## src/design/mbf_regs.vh

```
// Register map, field positions, reset values and limits of the bus status flag bank
`ifndef MBF_REGS_VH
`define MBF_REGS_VH

// Byte offsets on the register bus
`define MBF_OFS_FLAGS 8'h00
`define MBF_OFS_CTRL 8'h04
`define MBF_OFS_CMD 8'h08
`define MBF_OFS_LA_LO 8'h0c
`define MBF_OFS_LA_HI 8'h10

// Field positions in general_status_flags
`define MBF_FLG_CMX 7
`define MBF_FLG_SRQ 5
`define MBF_FLG_SRE 4
`define MBF_FLG_LCK 3
`define MBF_FLG_RSV 2
`define MBF_FLG_RSS 1

// Field positions in bus_control_register and the command register
`define MBF_CTL_RE 0
`define MBF_CMD_SLV_TX 1
`define MBF_CMD_UNLOCK 2

// Reset values
`define MBF_RST_FLAG 1'h0
`define MBF_RST_CTRL 8'h00
`define MBF_RST_ADDR 12'h000
`define MBF_RST_CNT 8'h00

// Largest number of data bytes in one frame
`define MBF_MAX_FRAME_BYTES 8'h20

`endif

```

## src/design/mbf_cmd_ctl.v

```verilog
// Command execution tracker for the slave transmit request command
`timescale 1ns/100ps
module mbf_cmd_ctl (
    input wire ref_clk_i,
    input wire rst_i,
    input wire issue_slave_tx_i,
    input wire cmd_done_i,
    output wire cmx_o,
    output wire start_o,
    output wire srq_set_o
);
`include "mbf_regs.vh"

reg cmx_ff;
reg slv_cmd_ff;
reg start_ff;
reg srq_set_ff;

// A command issued while one is still running is dropped
always @(posedge ref_clk_i) begin
    if (rst_i) begin
        cmx_ff <= `MBF_RST_FLAG;
        slv_cmd_ff <= `MBF_RST_FLAG;
        start_ff <= `MBF_RST_FLAG;
        srq_set_ff <= `MBF_RST_FLAG;
    end else begin
        start_ff <= issue_slave_tx_i & ~cmx_ff;
        srq_set_ff <= 1'b0;
        if (issue_slave_tx_i && !cmx_ff) begin
            cmx_ff <= 1'b1;
            slv_cmd_ff <= 1'b1;
        end else if (cmx_ff && cmd_done_i) begin
            cmx_ff <= 1'b0;
            slv_cmd_ff <= 1'b0;
            srq_set_ff <= slv_cmd_ff;
        end
    end
end

assign cmx_o = cmx_ff;
assign start_o = start_ff;
assign srq_set_o = srq_set_ff;

endmodule

```

## src/design/mbf_lock_tracker.v

```verilog
// Follows a lock-making frame and reports when the unit becomes locked
`timescale 1ns/100ps
module mbf_lock_tracker (
    input wire ref_clk_i,
    input wire rst_i,
    input wire lock_ctl_rcvd_i,
    input wire [7:0] msg_len_i,
    input wire [11:0] master_addr_i,
    input wire byte_rcvd_i,
    input wire frame_end_i,
    input wire frame_err_i,
    output wire lock_set_o,
    output wire [11:0] lock_addr_o
);
`include "mbf_regs.vh"

reg armed_ff;
reg [7:0] need_ff;
reg [7:0] got_ff;
reg [11:0] addr_ff;
reg [11:0] lock_addr_ff;
reg lock_set_ff;
wire short_frame;

// Only a message too long for one frame can lock the unit
assign short_frame = (got_ff < need_ff) && (need_ff > `MBF_MAX_FRAME_BYTES);

always @(posedge ref_clk_i) begin
    if (rst_i) begin
        armed_ff <= `MBF_RST_FLAG;
        need_ff <= `MBF_RST_CNT;
        got_ff <= `MBF_RST_CNT;
        addr_ff <= `MBF_RST_ADDR;
        lock_addr_ff <= `MBF_RST_ADDR;
        lock_set_ff <= `MBF_RST_FLAG;
    end else begin
        lock_set_ff <= 1'b0;
        if (lock_ctl_rcvd_i) begin
            armed_ff <= 1'b1;
            need_ff <= msg_len_i;
            got_ff <= `MBF_RST_CNT;
            addr_ff <= master_addr_i;
        end else if (armed_ff && frame_err_i) begin
            armed_ff <= 1'b0;
        end else if (armed_ff && frame_end_i) begin
            armed_ff <= 1'b0;
            if (short_frame) begin
                lock_set_ff <= 1'b1;
                lock_addr_ff <= addr_ff;
            end
        end else if (armed_ff && byte_rcvd_i && got_ff != 8'hff) begin
            got_ff <= got_ff + 8'h01;
        end
    end
end

assign lock_set_o = lock_set_ff;
assign lock_addr_o = lock_addr_ff;

endmodule

```

## src/design/mbf_status_flags.v

```verilog
// Status flag register bank of the multiplex bus controller with its Wishbone slave
`timescale 1ns/100ps
module mbf_status_flags (
    input wire ref_clk_i,
    input wire rst_i,
    input wire wb_cyc_i,
    input wire wb_stb_i,
    input wire wb_we_i,
    input wire [7:0] wb_adr_i,
    input wire [3:0] wb_sel_i,
    input wire [31:0] wb_dat_i,
    output wire [31:0] wb_dat_o,
    output wire wb_ack_o,
    input wire cmd_done_i,
    input wire slave_tx_done_i,
    input wire rx_start_i,
    input wire rx_done_i,
    input wire rx_bcast_bit_i,
    input wire lock_ctl_rcvd_i,
    input wire [7:0] msg_len_i,
    input wire [11:0] lock_master_addr_i,
    input wire byte_rcvd_i,
    input wire frame_end_i,
    input wire frame_err_i,
    input wire unlock_cond_i,
    output wire slave_tx_cmd_o,
    output wire unlock_cmd_o,
    output wire reception_started_flag_o,
    output wire receive_enable_ctl_o,
    output wire command_executing_o,
    output wire slave_tx_pending_o,
    output wire slave_rx_active_o,
    output wire unit_locked_o,
    output wire captured_broadcast_bit_o
);
`include "mbf_regs.vh"

// Register selects
localparam SEL_NONE = 3'h0;
localparam SEL_FLAGS = 3'h1;
localparam SEL_CTRL = 3'h2;
localparam SEL_CMD = 3'h3;
localparam SEL_LA_LO = 3'h4;
localparam SEL_LA_HI = 3'h5;

// Control reset value as a vector, so that one field can be picked without truncation
localparam [7:0] RST_CTRL = `MBF_RST_CTRL;

// Decode of a byte address into a register select
function [2:0] reg_sel;
    input [7:0] adr;
    begin
        case (adr)
            `MBF_OFS_FLAGS: begin
                reg_sel = SEL_FLAGS;
            end
            `MBF_OFS_CTRL: begin
                reg_sel = SEL_CTRL;
            end
            `MBF_OFS_CMD: begin
                reg_sel = SEL_CMD;
            end
            `MBF_OFS_LA_LO: begin
                reg_sel = SEL_LA_LO;
            end
            `MBF_OFS_LA_HI: begin
                reg_sel = SEL_LA_HI;
            end
            default: begin
                reg_sel = SEL_NONE;
            end
        endcase
    end
endfunction

// Bus slave state
reg ack_ff;
reg [31:0] rdata_ff;
reg [31:0] nxt_rdata;
wire req;
wire wr_lane0;
wire [2:0] sel;

// Control and flag state
reg rx_en_ff;
reg srq_ff;
reg sre_ff;
reg lck_ff;
reg rss_ff;
reg rxs_ff;
reg unlock_cmd_ff;
reg nxt_srq;
reg nxt_sre;
reg nxt_lck;
reg nxt_rss;

// Sub-block connections
wire issue_slave_tx;
wire issue_unlock;
wire command_executing;
wire srq_set;
wire slave_tx_start;
wire lock_set;
wire [11:0] lock_addr;
wire rx_begin;
wire [7:0] flags_byte;

// A new request is taken only in the cycle before ack, so each one is acked once
assign req = wb_cyc_i & wb_stb_i & ~ack_ff;
assign sel = reg_sel(wb_adr_i);
assign wr_lane0 = req & wb_we_i & wb_sel_i[0];

// Commands are one-shot; the command register stores nothing
assign issue_slave_tx = wr_lane0 && (sel == SEL_CMD) && wb_dat_i[`MBF_CMD_SLV_TX];
assign issue_unlock = wr_lane0 && (sel == SEL_CMD) && wb_dat_i[`MBF_CMD_UNLOCK];

// Reception counts as started only while reception is enabled
assign rx_begin = rx_start_i & rx_en_ff;

mbf_cmd_ctl u_cmd (
    .ref_clk_i(ref_clk_i),
    .rst_i(rst_i),
    .issue_slave_tx_i(issue_slave_tx),
    .cmd_done_i(cmd_done_i),
    .cmx_o(command_executing),
    .start_o(slave_tx_start),
    .srq_set_o(srq_set)
);

mbf_lock_tracker u_lock (
    .ref_clk_i(ref_clk_i),
    .rst_i(rst_i),
    .lock_ctl_rcvd_i(lock_ctl_rcvd_i),
    .msg_len_i(msg_len_i),
    .master_addr_i(lock_master_addr_i),
    .byte_rcvd_i(byte_rcvd_i),
    .frame_end_i(frame_end_i),
    .frame_err_i(frame_err_i),
    .lock_set_o(lock_set),
    .lock_addr_o(lock_addr)
);

// Flag byte as software sees it; bits 6, 2 and 0 belong to other logic and read 0
assign flags_byte = {
    command_executing,
    1'b0,
    srq_ff,
    sre_ff,
    lck_ff,
    1'b0,
    rss_ff,
    1'b0
};

// Next-state of the flags; every set wins over a clear in the same cycle
always @* begin
    nxt_srq = srq_ff;
    if (srq_set) begin
        nxt_srq = 1'b1;
    end else if (slave_tx_done_i) begin
        nxt_srq = 1'b0;
    end
    nxt_sre = sre_ff;
    if (rx_begin) begin
        nxt_sre = 1'b1;
    end else if (rx_done_i) begin
        nxt_sre = 1'b0;
    end
    nxt_lck = lck_ff;
    if (lock_set) begin
        nxt_lck = 1'b1;
    end else if (unlock_cond_i || issue_unlock) begin
        nxt_lck = 1'b0;
    end
    nxt_rss = rss_ff;
    if (rx_begin) begin
        nxt_rss = rx_bcast_bit_i;
    end
end

// Flag registers; a bus write reaches them only through the command register
always @(posedge ref_clk_i) begin
    if (rst_i) begin
        srq_ff <= `MBF_RST_FLAG;
        sre_ff <= `MBF_RST_FLAG;
        lck_ff <= `MBF_RST_FLAG;
        rss_ff <= `MBF_RST_FLAG;
        rxs_ff <= `MBF_RST_FLAG;
    end else begin
        srq_ff <= nxt_srq;
        sre_ff <= nxt_sre;
        lck_ff <= nxt_lck;
        rss_ff <= nxt_rss;
        rxs_ff <= rx_begin;
    end
end

// Control register and command strobe toward the bus engine
always @(posedge ref_clk_i) begin
    if (rst_i) begin
        rx_en_ff <= RST_CTRL[`MBF_CTL_RE];
        unlock_cmd_ff <= `MBF_RST_FLAG;
    end else begin
        unlock_cmd_ff <= issue_unlock;
        if (wr_lane0 && sel == SEL_CTRL) begin
            rx_en_ff <= wb_dat_i[`MBF_CTL_RE];
        end
    end
end

// Read mux; addresses outside the map read as zero
always @* begin
    nxt_rdata = 32'h0000_0000;
    case (sel)
        SEL_FLAGS: begin
            nxt_rdata[7:0] = flags_byte;
        end
        SEL_CTRL: begin
            nxt_rdata[`MBF_CTL_RE] = rx_en_ff;
        end
        SEL_LA_LO: begin
            nxt_rdata[7:0] = lock_addr[7:0];
        end
        SEL_LA_HI: begin
            nxt_rdata[3:0] = lock_addr[11:8];
        end
        default: begin
            nxt_rdata = 32'h0000_0000;
        end
    endcase
end

// One wait state: ack and data come from flops in the cycle after the request
always @(posedge ref_clk_i) begin
    if (rst_i) begin
        ack_ff <= 1'b0;
        rdata_ff <= 32'h0000_0000;
    end else begin
        ack_ff <= req;
        if (req && !wb_we_i) begin
            rdata_ff <= nxt_rdata;
        end else begin
            rdata_ff <= 32'h0000_0000;
        end
    end
end

assign wb_ack_o = ack_ff;
assign wb_dat_o = rdata_ff;
assign slave_tx_cmd_o = slave_tx_start;
assign unlock_cmd_o = unlock_cmd_ff;
assign reception_started_flag_o = rxs_ff;
assign receive_enable_ctl_o = rx_en_ff;
assign command_executing_o = command_executing;
assign slave_tx_pending_o = srq_ff;
assign slave_rx_active_o = sre_ff;
assign unit_locked_o = lck_ff;
assign captured_broadcast_bit_o = rss_ff;

endmodule

```

## config.mk

```make
export PLATFORM = sky130hd
export DESIGN_NAME = mbf_status_flags
export DESIGN_NICKNAME = d
export VERILOG_FILES = /design/src/design/mbf_cmd_ctl.v /design/src/design/mbf_lock_tracker.v /design/src/design/mbf_status_flags.v
export VERILOG_INCLUDE_DIRS = /design/src /design/src/design
export SDC_FILE = /design/constraint.sdc
export NUM_CORES = 1
export LEC_CHECK = 0
export ABC_AREA = 0
export BUFFER_PORTS_ARGS = -buffer_cell sky130_fd_sc_hd__buf_2
export CELL_PAD_IN_SITES_DETAIL_PLACEMENT = 1
export CELL_PAD_IN_SITES_GLOBAL_PLACEMENT = 1
export CORE_ASPECT_RATIO = 1.4
export CORE_MARGIN = 2
export CORE_UTILIZATION = 30
export DETAILED_ROUTE_END_ITERATION = 12
export GPL_TIMING_DRIVEN = 1
export HOLD_SLACK_MARGIN = 0.1
export MAX_ROUTING_LAYER = met4
export PLACE_DENSITY_LB_ADDON = 0.3
export SLEW_MARGIN = 20
export SYNTH_ARGS = -nofsm -noshare
export SYNTH_HDL_FRONTEND = slang
export SYNTH_HIERARCHICAL = 1
export SYNTH_SLANG_ARGS = --single-unit
```

## constraint.sdc

```tcl
create_clock -name ref_clk_i -period 2.25 [get_ports ref_clk_i]
set_clock_uncertainty 0.05 [all_clocks]
set_input_delay 0.3375 -clock ref_clk_i [delete_from_list [all_inputs] [get_ports ref_clk_i]]
set_output_delay 0.3375 -clock ref_clk_i [all_outputs]
set_load 0.005 [all_outputs]
```

# Word level (Yosys, flattened, before mapping)
# Index checks and enable logic that the tools add are counted.
# word_totals
register_bits	85
word_cells	88
out_inout_bits	42
# classes
n_reduce_logical	27
eq_ne	10
n_lt_le_gt_ge	2
muxes	16
bitwise_logic	13
addsub	1
# op_table
operator	n
equality test 8 x 4 -> 1 bit (second input constant)	2
one-hot mux 3 bit (5 select lines)	1
logical AND 1 bit	12
two-way mux 1 bit	12
one-hot mux 3 bit (3 select lines)	1
adder 8 x 1 -> 8 bit (second input constant)	1
equality test 8 x 3 -> 1 bit (second input constant)	1
equality test 8 x 5 -> 1 bit (second input constant)	1
greater-than comparator 8 x 6 -> 1 bit (second input constant)	1
logical NOT 8 bit	1
< comparator 8 bit	1
!= test 8 bit (second input constant)	1
one-hot mux 4 bit (2 select lines)	1
nonzero test 2 bit	4
NOT 1 bit	7
bitwise AND 1 bit	6
equality test 3 x 2 -> 1 bit (second input constant)	2
equality test 3 bit (second input constant)	2
AND reduction 4 bit	1
OR reduction 2 bit	2
OR reduction 4 bit	1
equality test 3 x 1 -> 1 bit (second input constant)	1
one-hot mux 1 bit (3 select lines)	1
AND reduction 3 bit	1
other kinds (4)	5

# Logic depth before layout (Yosys ltp)
# Gate-level depths: netlist (run 1).
# logic_depth
word_depth	9
depth_mapped	8
depth_no_buf	7

# Hierarchy
# The synthesis (run 1) kept the hierarchy.
# by_module_without_submodules
mod	area_per_inst_um2	cells_per_inst	n_inst
mbf_lock_tracker	1883.1	190	1
mbf_status_flags	898.4	104	1
mbf_cmd_ctl	86.3	8	1

# Least setup slack after synthesis (run 1)
# No wires, ideal clock.
# synth_path
path_kind	register to register
from	register u_lock.need_ff[1]
to	register u_lock.lock_addr_ff[10], in the netlist u_lock/lock_addr_o[10]
required_time_ps	2128
synth_period_minus_slack_ps	1883
setup_ps	72
path_slack_ps	367
stages_incl_launch_ff	9
arrival_time_ps	1761
cell_sequence	dfxtp_1 > inv_1 > ha_1 > or3b_1 > o2111ai_2 > a31oi_2 > nor4_4 > buf_6 > mux2i_1
# synth_via
elab_chain_len	3
elab_cells_between_ends	4
cone_classes	2 x order compare; 2 x reduce/logical
# synth_lines
element	line	text
from (decl)	mbf_lock_tracker.v:18	reg [7:0] need_ff;
from (signal assigned)	mbf_lock_tracker.v:31	need_ff <= `MBF_RST_CNT;
from (signal assigned)	mbf_lock_tracker.v:40	need_ff <= msg_len_i;
< comparator 8 bit / greater-than comparator 8 x 6 -> 1 bit (equally long branches)	n/a	
logical AND 1 bit (*)	mbf_lock_tracker.v:26	assign short_frame = (got_ff < need_ff) && (need_ff > `MBF_MAX_FRAME_BYTES);
AND reduction 4 bit (no source line) (*)	n/a	
to (signal assigned)	mbf_lock_tracker.v:34	lock_addr_ff <= `MBF_RST_ADDR;
to (signal assigned)	mbf_lock_tracker.v:49	lock_addr_ff <= addr_ff;
to (decl)	mbf_lock_tracker.v:21	reg [11:0] lock_addr_ff;
# Every way passes the cells marked *; elsewhere a longest branch is shown, timed or not.
# A chain may end at the register's enable or synchronous reset.

# Worst setup path after layout (run 1)
# layout_path
from	register u_lock.need_ff[1]
to	register u_lock.lock_addr_ff[1], in the netlist u_lock/lock_addr_o[1]
# Same word-level chain as after synthesis.

==> metrics.md, run 1 <==
| Metric | Value |
|---|---|
| Peak ir drop on the vdd network | `between 0.4 and 0.5 mV` |
| Total non-filler cell area in the finished layout | `about 3600 µm²` |
| Placed Cells | `463` |
| Share of final-layout standard cells stronger than drive strength 1 | `26.3%` |
| Crit path arrival time | `2220 ps` |
| Switching part of the total power | `20.8%` |
| Outcome | `complete, no violations` |
| TritonCTS clock tree | `built` |
| Ordered cell list for the critical path | `inv_1 -> ha_1 -> or3b_1 -> o2111ai_2 -> a31oi_2 -> nor4_4 -> buf_12 -> mux2i_1` |
| Largest fanout of any net on the critical path | `13` |
| Timing endpoint of the critical path | `u_lock/lock_addr_o[1]$_SDFFE_PP0P_` |
| Net count of the finished layout | `around 450` |
| Max Cap Violations | `0` |
| Max frequency | `0.496 GHz` |
| Post-synthesis instance area | `2870 µm²` |
| First-pass detailed-route iteration total | `3` |
| Fin crit period | `just over 2000 ps` |
| Die width | `86.6 µm` |
| Worst setup margin | `between 200 and 250 ps` |
| Detailed placement HPWL | `between 5000 and 6000 µm` |
| Count of buffers added by post-CTS timing repair for setup | `0` |
| Startpoint of the worst register-to-register path | `u_lock/need_ff[1]$_SDFFE_PP0P_` |
| Delay of the slowest cell on the worst path | `380 ps` |
| Commonest non-fill, non-tap cells in the layout | `sky130_fd_sc_hd__buf_2, sky130_fd_sc_hd__dfxtp_1, sky130_fd_sc_hd__nor2_1` |
| Routed wire length | `6730 µm` |
| Leakage power total | `1.49 nW` |
| Slew of the pin with the lowest slew margin | `604 ps` |
| Cell row count | `42` |
| Number of distinct standard cells referenced by the synthesized netlist | `48` |
| Filler Cells Inserted | `1108` |
| Main flop type after synthesis | `sky130_fd_sc_hd__dfxtp_1` |
| Number of clock buffers inserted by TritonCTS | `9` |
| Ports placed on the boundary | `121` |
| Count of input and output buffers | `between 60 and 70` |
| Area fraction of the dominant cell type after synthesis | `42.6%` |
| Cell count of the worst reg-to-reg path | `8` |
| Yosys warns | `6` |
| Start point of the critical path | `u_lock/need_ff[1]$_SDFFE_PP0P_` |
| Number of standard cells in the final layout excluding fillers | `479` |
| Summed negative setup slack over all endpoints | `0 ps` |
| Internal Dissipation | `around 2.3 mW` |
| Share of the core filled with cells | `38.0%` |
| Kind of cell adding the most delay to the critical path | `simple AND/OR/NAND/NOR gates` |
| Critical path class | `flop to flop` |
| Cell types with the largest area share after synthesis | `sky130_fd_sc_hd__dfxtp_1, sky130_fd_sc_hd__mux2i_1, sky130_fd_sc_hd__buf_4` |
| Critical register-to-register path endpoint | `u_lock/lock_addr_o[1]$_SDFFE_PP0P_` |
| Initial antenna violation count | `0` |
| Deepest clock path buffer count | `2` |
| Core area | `roughly 9400 µm²` |
| First-iteration detailed-routing DRC count | `84` |
| Number of global-route vias before repair | `2247` |
| Cell Pwr Density | `829 nW/µm²` |
| Final worst path period share | `between 80% and 90%` |
| Htree depth | `3` |
| Number of vias in the routed layout | `2213` |
| Critical-path cell with the highest stage delay | `sky130_fd_sc_hd__or3b_1` |
| Root Driver | `sky130_fd_sc_hd__clkbuf_16` |
| Count of hold buffers inserted by post-cts repair | `0` |
| Number of flops mapped to enable cells by yosys | `0` |
| Grt total ovfl | `0` |
| Clock latency on the worst-skew pair | `330 ps` |
| Portion of total power attributed to the clock network | `a little under three fifths` |
| Post-route DRC violation count | `0` |
| Largest net degree at the start of global routing | `42` |
| Number of pins with negative max-slew slack in the final report | `0` |
| Worst relative slew slack | `59.5%` |
| Unrepaired setup endpoints after global routing | `false` |
| Clock transition at the register clock pins on the worst setup and hold paths after CTS | `60 ps` |
| DIE AREA | `10400 µm²` |
| Worst slack at placement | `about 250 ps` |
| Most common library cell in the layout ignoring fill and taps | `sky130_fd_sc_hd__buf_2` |
| Signed area change from the synthesized netlist to the final layout | `23.9%` |
| Antenna diode count | `0` |
| Number of antenna-violating nets in the routed design | `0` |
| Worst Setup End Kind | `flop` |
| Combinational group share of total power | `6.4%` |
| Required @ worst endpoint | `between 2000 and 2500 ps` |
| Register-to-register setup slack | `around 230 ps` |
| Post-detailed-route wirelength per cell | `roughly 14 µm` |
| Synth area leader | `sky130_fd_sc_hd__dfxtp_1` |
| Total routing usage reported by global routing | `13.9%` |
| First-pass GRT wire length | `approximately 11000 µm` |
| Worst Path Buf+Inv | `2` |
| Final hold violations | `0` |
| Clock Sinks | `61` |
| Min-delay worst type | `input port to flop` |
| Share of total power in sequential cells | `around 38%` |
| Synth Area per Inst | `approximately 9.5 µm²` |
| Number of vias per cell | `4.62` |
| Number of synthesized register bits | `61` |
| Placed Area | `between 3000 and 4000 µm²` |
| Number of endpoints failing setup at the final stage | `0` |
| Fraction of registers with async set/reset | `0%` |
| Final weighted congestion in routability-driven placement | `between 0.8 and 0.9` |
| Kind of start point of the critical path | `flop` |
| Number of cells on the critical path | `8` |
| Power spent charging and discharging nets | `613 µW` |
| Share of synthesized area occupied by flip-flops and latches | `between 40 and 50%` |
| Post-Synthesis Cells | `just over 300` |
| Starting utilization of the core area | `a little under a third` |
| Die Height | `120 µm` |
| Number of gates resized after CTS | `0` |
logic make-up after synthesis:
logic type | count (synthesis) | share of synthesized area, %
other | 1 | 0.131
adders and majority gates | 8 | 3.49
DFF | 61 | 42.6
and+or+nand+nor | 119 | 23.4
xor gates and xnor gates | 7 | 2.14
buffers and inverters | 48 | 10.0
muxes | 35 | 12.3
AOI/OAI and AO/OA | 23 | 5.98
final cells by class:
type / count / area (µm²) / area share [%]
multi-input combinational: 216 / 1450 / 40.7
tap: 110 / 138 / 3.87
inverter: 9 / 33.8 / 0.951
clock inverter: 5 / 106 / 2.99
timing repair buffer: 67 / 355 / 10.0
clock buffer: 11 / 253 / 7.12
sequential: 61 / 1220 / 34.4
cells in the mapped netlist, types with 3 or more instances:
cell and instances:
sky130_fd_sc_hd__a22oi_1 3, sky130_fd_sc_hd__ha_1 8, sky130_fd_sc_hd__clkbuf_1 10, sky130_fd_sc_hd__buf_4 24
sky130_fd_sc_hd__nor4_1 4, sky130_fd_sc_hd__inv_1 9, sky130_fd_sc_hd__a21o_1 3, sky130_fd_sc_hd__xor2_1 5
sky130_fd_sc_hd__nand2b_1 28, sky130_fd_sc_hd__nand2_1 9, sky130_fd_sc_hd__nand3_1 10, sky130_fd_sc_hd__dfxtp_1 61
sky130_fd_sc_hd__a21oi_1 6, sky130_fd_sc_hd__nand4_1 3, sky130_fd_sc_hd__nor3_2 3, sky130_fd_sc_hd__mux2i_1 34
sky130_fd_sc_hd__nor2_1 40, sky130_fd_sc_hd__nor3_1 3
layer usage:
metal / vias up / part of all wire, % / track usage, %
met4: 0 / 2.2 / 6.15
met5: - / 0 / -
met3: 15 / 4.4 / 3.44
li1: 1106 / - / -
met1: 1032 / 40 / 14.3
met2: 60 / 54 / 24.7
worst min-delay path by stage:
stage                              startpoint                             to  slack [ps]  cells after the start
after floorplan                         rst_i     u_cmd/srq_set_o$_SDFF_PP0_         360                      1
after global placement    wb_ack_o$_SDFF_PP0_            wb_ack_o$_SDFF_PP0_         370                      1
after CTS                          cmd_done_i  u_cmd/slv_cmd_ff$_SDFFE_PP0P_         160                      2
after detailed placement  wb_ack_o$_SDFF_PP0_            wb_ack_o$_SDFF_PP0_         390                      1
final                              cmd_done_i  u_cmd/slv_cmd_ff$_SDFFE_PP0P_         170                      2
after global routing               cmd_done_i  u_cmd/slv_cmd_ff$_SDFFE_PP0P_         170                      2
sequential cells by signal, indices dropped and copies added (netlist names):
register,cells
reception_started_flag_o,1
u_lock/armed_ff,1
slave_rx_active_o,1
u_lock/got_ff,8
u_lock/need_ff,8
u_lock/lock_addr_o,12
unlock_cmd_o,1
slave_tx_pending_o,1
wb_ack_o,1
receive_enable_ctl_o,1
wb_dat_o,8
captured_broadcast_bit_o,1
u_cmd/slv_cmd_ff,1
u_lock/addr_ff,12
u_cmd/start_o,1
u_lock/lock_set_o,1
u_cmd/srq_set_o,1
unit_locked_o,1
stage by stage:
step / total power, mW / hold slack (ps)
after floorplan: 1.29 / 359
after global placement: 1.33 / 366
after detailed placement: 1.33 / 390
after CTS: 3.00 / 155
after global routing: 3.07 / 174
final: 2.94 / 166
power groups by stage:
| stage | Combinational, mW | Sequential, mW | Clock, mW |
|---|---|---|---|
| after global placement | 0.185 | 1.14 | 0 |
| after CTS | 0.192 | 1.12 | 1.68 |
| after floorplan | 0.150 | 1.14 | 0 |
| final | 0.188 | 1.12 | 1.64 |
| after detailed placement | 0.190 | 1.14 | 0 |
| after global routing | 0.212 | 1.12 | 1.73 |
(Power assumes the default switching activity.)
==> run 2: changes to the inputs <==
ABC_AREA = 1   (was 0)
==> run 2 against run 1 <==
Combinational power is 11% higher. Count of clock-buffer cells in the layout is 1 higher. Flip-flop and latch count unchanged. Cell count up 19%. Clock power fell by 9.8%. Largest power group unchanged. Die area rose by 1.6%. Critical path depth is 3 higher. Cell area grew 0.21%. Synthesized area up 1.7%. Utilization fell by 0.34 points. Via count grew 18%.
==> metrics.md, run 2 <==
| Metric | Value |
|---|---|
| Post-synthesis instance area | `approximately 3000 µm²` |
| Kind of cell adding the most delay to the critical path | `simple AND/OR/NAND/NOR gates` |
| Max Cap Violations | `0` |
| Filler Cells Inserted | `between 1000 and 1500` |
| Number of global-route vias before repair | `approximately 2700` |
| First-pass detailed-route iteration total | `4` |
| Cell row count | `42` |
| Total routing usage reported by global routing | `between 10 and 15%` |
| Clock transition at the register clock pins on the worst setup and hold paths after CTS | `50 ps` |
| Synth Area per Inst | `7.50 µm²` |
| Start point of the critical path | `u_lock/got_ff[3]$_SDFFE_PP0P_` |
| TritonCTS clock tree | `built` |
| Crit path arrival time | `2060 ps` |
| Area fraction of the dominant cell type after synthesis | `41.9%` |
| Summed negative setup slack over all endpoints | `0 ps` |
| Worst Path Buf+Inv | `1` |
| Number of endpoints failing setup at the final stage | `0` |
| Area of combinational cells with multiple inputs | `1320 µm²` |
| Cell Pwr Density | `791 nW/µm²` |
| Ordered cell list for the critical path | `ha_1 -> nand2_1 -> inv_1 -> nand2_1 -> nand2_1 -> nand2_1 -> nand2_1 -> nand2_2 -> nand3_1 -> nand2_1 -> nor2_1` |
| Largest fanout of any net on the critical path | `25` |
| First-iteration detailed-routing DRC count | `51` |
| Number of antenna-violating nets in the routed design | `0` |
| Initial antenna violation count | `0` |
| Post-detailed-route wirelength per cell | `between 10 and 15 µm` |
| Unrepaired setup endpoints after global routing | `false` |
| Signed area change from the synthesized netlist to the final layout | `22.1%` |
| Die width | `87.3 µm` |
| DIE AREA | `10500 µm²` |
| Switching part of the total power | `between 20% and 30%` |
| Starting utilization of the core area | `30.8%` |
| Outcome | `complete, no violations` |
| Number of gates resized after CTS | `0` |
| Cell type with the highest occurrence count on the critical path | `sky130_fd_sc_hd__nand2_1` |
| Final hold violations | `0` |
| Cell types with the largest area share after synthesis | `sky130_fd_sc_hd__dfxtp_1, sky130_fd_sc_hd__a21oi_1, sky130_fd_sc_hd__nand2_1` |
| Fraction of registers with async set/reset | `0%` |
| Kind of start point of the critical path | `flop` |
| Peak ir drop on the vdd network | `0.398 mV` |
| Library cell with the highest instance count after synthesis | `sky130_fd_sc_hd__dfxtp_1` |
| Core area | `9460 µm²` |
| Number of vias in the routed layout | `2620` |
| Fin crit period | `1900 ps` |
| Yosys warns | `6` |
| Required @ worst endpoint | `roughly 2400 ps` |
| Internal Dissipation | `around 2.2 mW` |
| Synth area leader | `sky130_fd_sc_hd__dfxtp_1` |
| Number of synthesized register bits | `61` |
| Cell count of the worst reg-to-reg path | `11` |
| Number of cells on the critical path | `11` |
| Critical path class | `flop to flop` |
| Most instantiated cells after synthesis | `sky130_fd_sc_hd__dfxtp_1, sky130_fd_sc_hd__nand2_1, sky130_fd_sc_hd__a21oi_1` |
| Main flop type after synthesis | `sky130_fd_sc_hd__dfxtp_1` |
| Antenna diode count | `0` |
| Post-Synthesis Cells | `389` |
| Worst Setup End Kind | `flop` |
| Ports placed on the boundary | `121` |
| Most common library cell in the layout ignoring fill and taps | `sky130_fd_sc_hd__buf_2` |
| Net count of the finished layout | `542` |
| Number of distinct standard cells referenced by the synthesized netlist | `30` |
| Number of clock buffers inserted by TritonCTS | `9` |
| Min-delay worst type | `input port to flop` |
| Grt total ovfl | `0` |
| Startpoint of the worst register-to-register path | `u_lock/got_ff[3]$_SDFFE_PP0P_` |
| Critical-path cell with the highest stage delay | `sky130_fd_sc_hd__dfxtp_1` |
| Root Driver | `sky130_fd_sc_hd__clkbuf_16` |
| Die Height | `about 120 µm` |
| Count of input and output buffers | `between 60 and 70` |
| Number of pins with negative max-slew slack in the final report | `0` |
| Count of hold buffers inserted by post-cts repair | `0` |
| Detailed placement HPWL | `5330 µm` |
| Largest net degree at the start of global routing | `39` |
| Max frequency | `0.526 GHz` |
| Number of standard cells in the final layout excluding fillers | `570` |
| Combinational group share of total power | `under 10%` |
| Count of buffers added by post-CTS timing repair for setup | `0` |
| Clock Sinks | `61` |
| Leakage power total | `1.64 nW` |
| Number of vias per cell | `4.60` |
| Routed wire length | `6890 µm` |
| Placed Cells | `554` |
| Share of final-layout standard cells stronger than drive strength 1 | `23.7%` |
| Share of total power in sequential cells | `between 30% and 40%` |
| Portion of total power attributed to the clock network | `52.7%` |
| Share of synthesized area occupied by flip-flops and latches | `41.9%` |
| Start point of the worst min-delay path | `msg_len_i[0]` |
| Post-route DRC violation count | `0` |
| Delay of the slowest cell on the worst path | `between 400 and 500 ps` |
| Clock latency on the worst-skew pair | `320 ps` |
| Hold Crit Depth | `3` |
| Sequential cell area | `~1200 µm²` |
| Number of flops mapped to enable cells by yosys | `0` |
| Deepest clock path buffer count | `2` |
| Htree depth | `3` |
| First-pass GRT wire length | `11500 µm` |
| Hold slack | `201 ps` |
| Power spent charging and discharging nets | `603 µW` |
| Final weighted congestion in routability-driven placement | `between 0.7 and 0.8` |
| Final worst path period share | `84.5%` |
| Commonest non-fill, non-tap cells in the layout | `sky130_fd_sc_hd__buf_2, sky130_fd_sc_hd__dfxtp_1, sky130_fd_sc_hd__nand2_1` |
run 2: changes by cell type in the layout (fill, tap and decap cells not counted), sizes merged, moves of 4 or more:
cell,before,now
nand2,10,59
nor4,5,0
inv,9,54
mux2i,34,0
nor2,40,47
a21oi,6,51
nand4,3,8
xor2,5,1
nand3,10,27
o21ai,0,27
nand2b,28,0
run 2: logic make-up after synthesis:
| group | share of synthesized area, % |
|---|---|
| AO/OA/AOI/OAI | 14.4 |
| other | 0.129 |
| XOR/XNOR | 0.300 |
| buffers and inverters | 15.8 |
| adder cells (fa/ha/maj) | 3.43 |
| AND/OR/NAND/NOR | 24.1 |
| flip-flops | 41.9 |
run 2: layer usage:
layer	vias up	routed length (µm)	track usage (%)
met5	-	0	-
met4	0	191	7.50
met3	14	341	2.94
met2	73	3560	25.2
met1	1197	2800	14.6
li1	1336	-	-
run 2: area by class of cell:
cell class	instances	share of cell area (%)
well taps	110	3.87
inverters	54	5.69
repair buffers	68	9.84
clock inverters	4	1.97
multi-input cells	261	37.1
clock buffers	12	7.21
flip-flops and latches	61	34.3
run 2: final timing paths:
kind	end	slack, ps
max	u_lock/lock_addr_o[4]$_SDFFE_PP0P_	350
min	u_lock/need_ff[0]$_SDFFE_PP0P_	200
max reg2reg	u_lock/lock_addr_o[4]$_SDFFE_PP0P_	350
min reg2reg	wb_dat_o[6]$_SDFF_PP0_	390
run 2: per-stage QoR:
stage / area [µm²] / worst slack (ps) / utilization (%) / total power, mW
floorplan: 3000 / 757 / - / 1.31
global placement: 3230 / 390 / 34.2 / 1.35
detailed placement: 3230 / 336 / 34.2 / 1.36
CTS: 3560 / 326 / 37.6 / 2.86
global route: 3560 / 133 / 37.6 / 2.94
finish: 3560 / 350 / 37.6 / 2.82
run 2: power groups by stage:
stage	clock, mW	sequential [mW]	combinational, mW
after floorplan	0	1.14	0.167
after global placement	0	1.14	0.205
after detailed placement	0	1.15	0.212
after CTS	1.52	1.12	0.213
after global routing	1.57	1.13	0.244
final	1.48	1.12	0.209
run 2: worst min-delay path, cell delays in order:
cell and delay (ps):
sky130_fd_sc_hd__buf_2 80, sky130_fd_sc_hd__nor2_1 30, sky130_fd_sc_hd__nor2_1 90
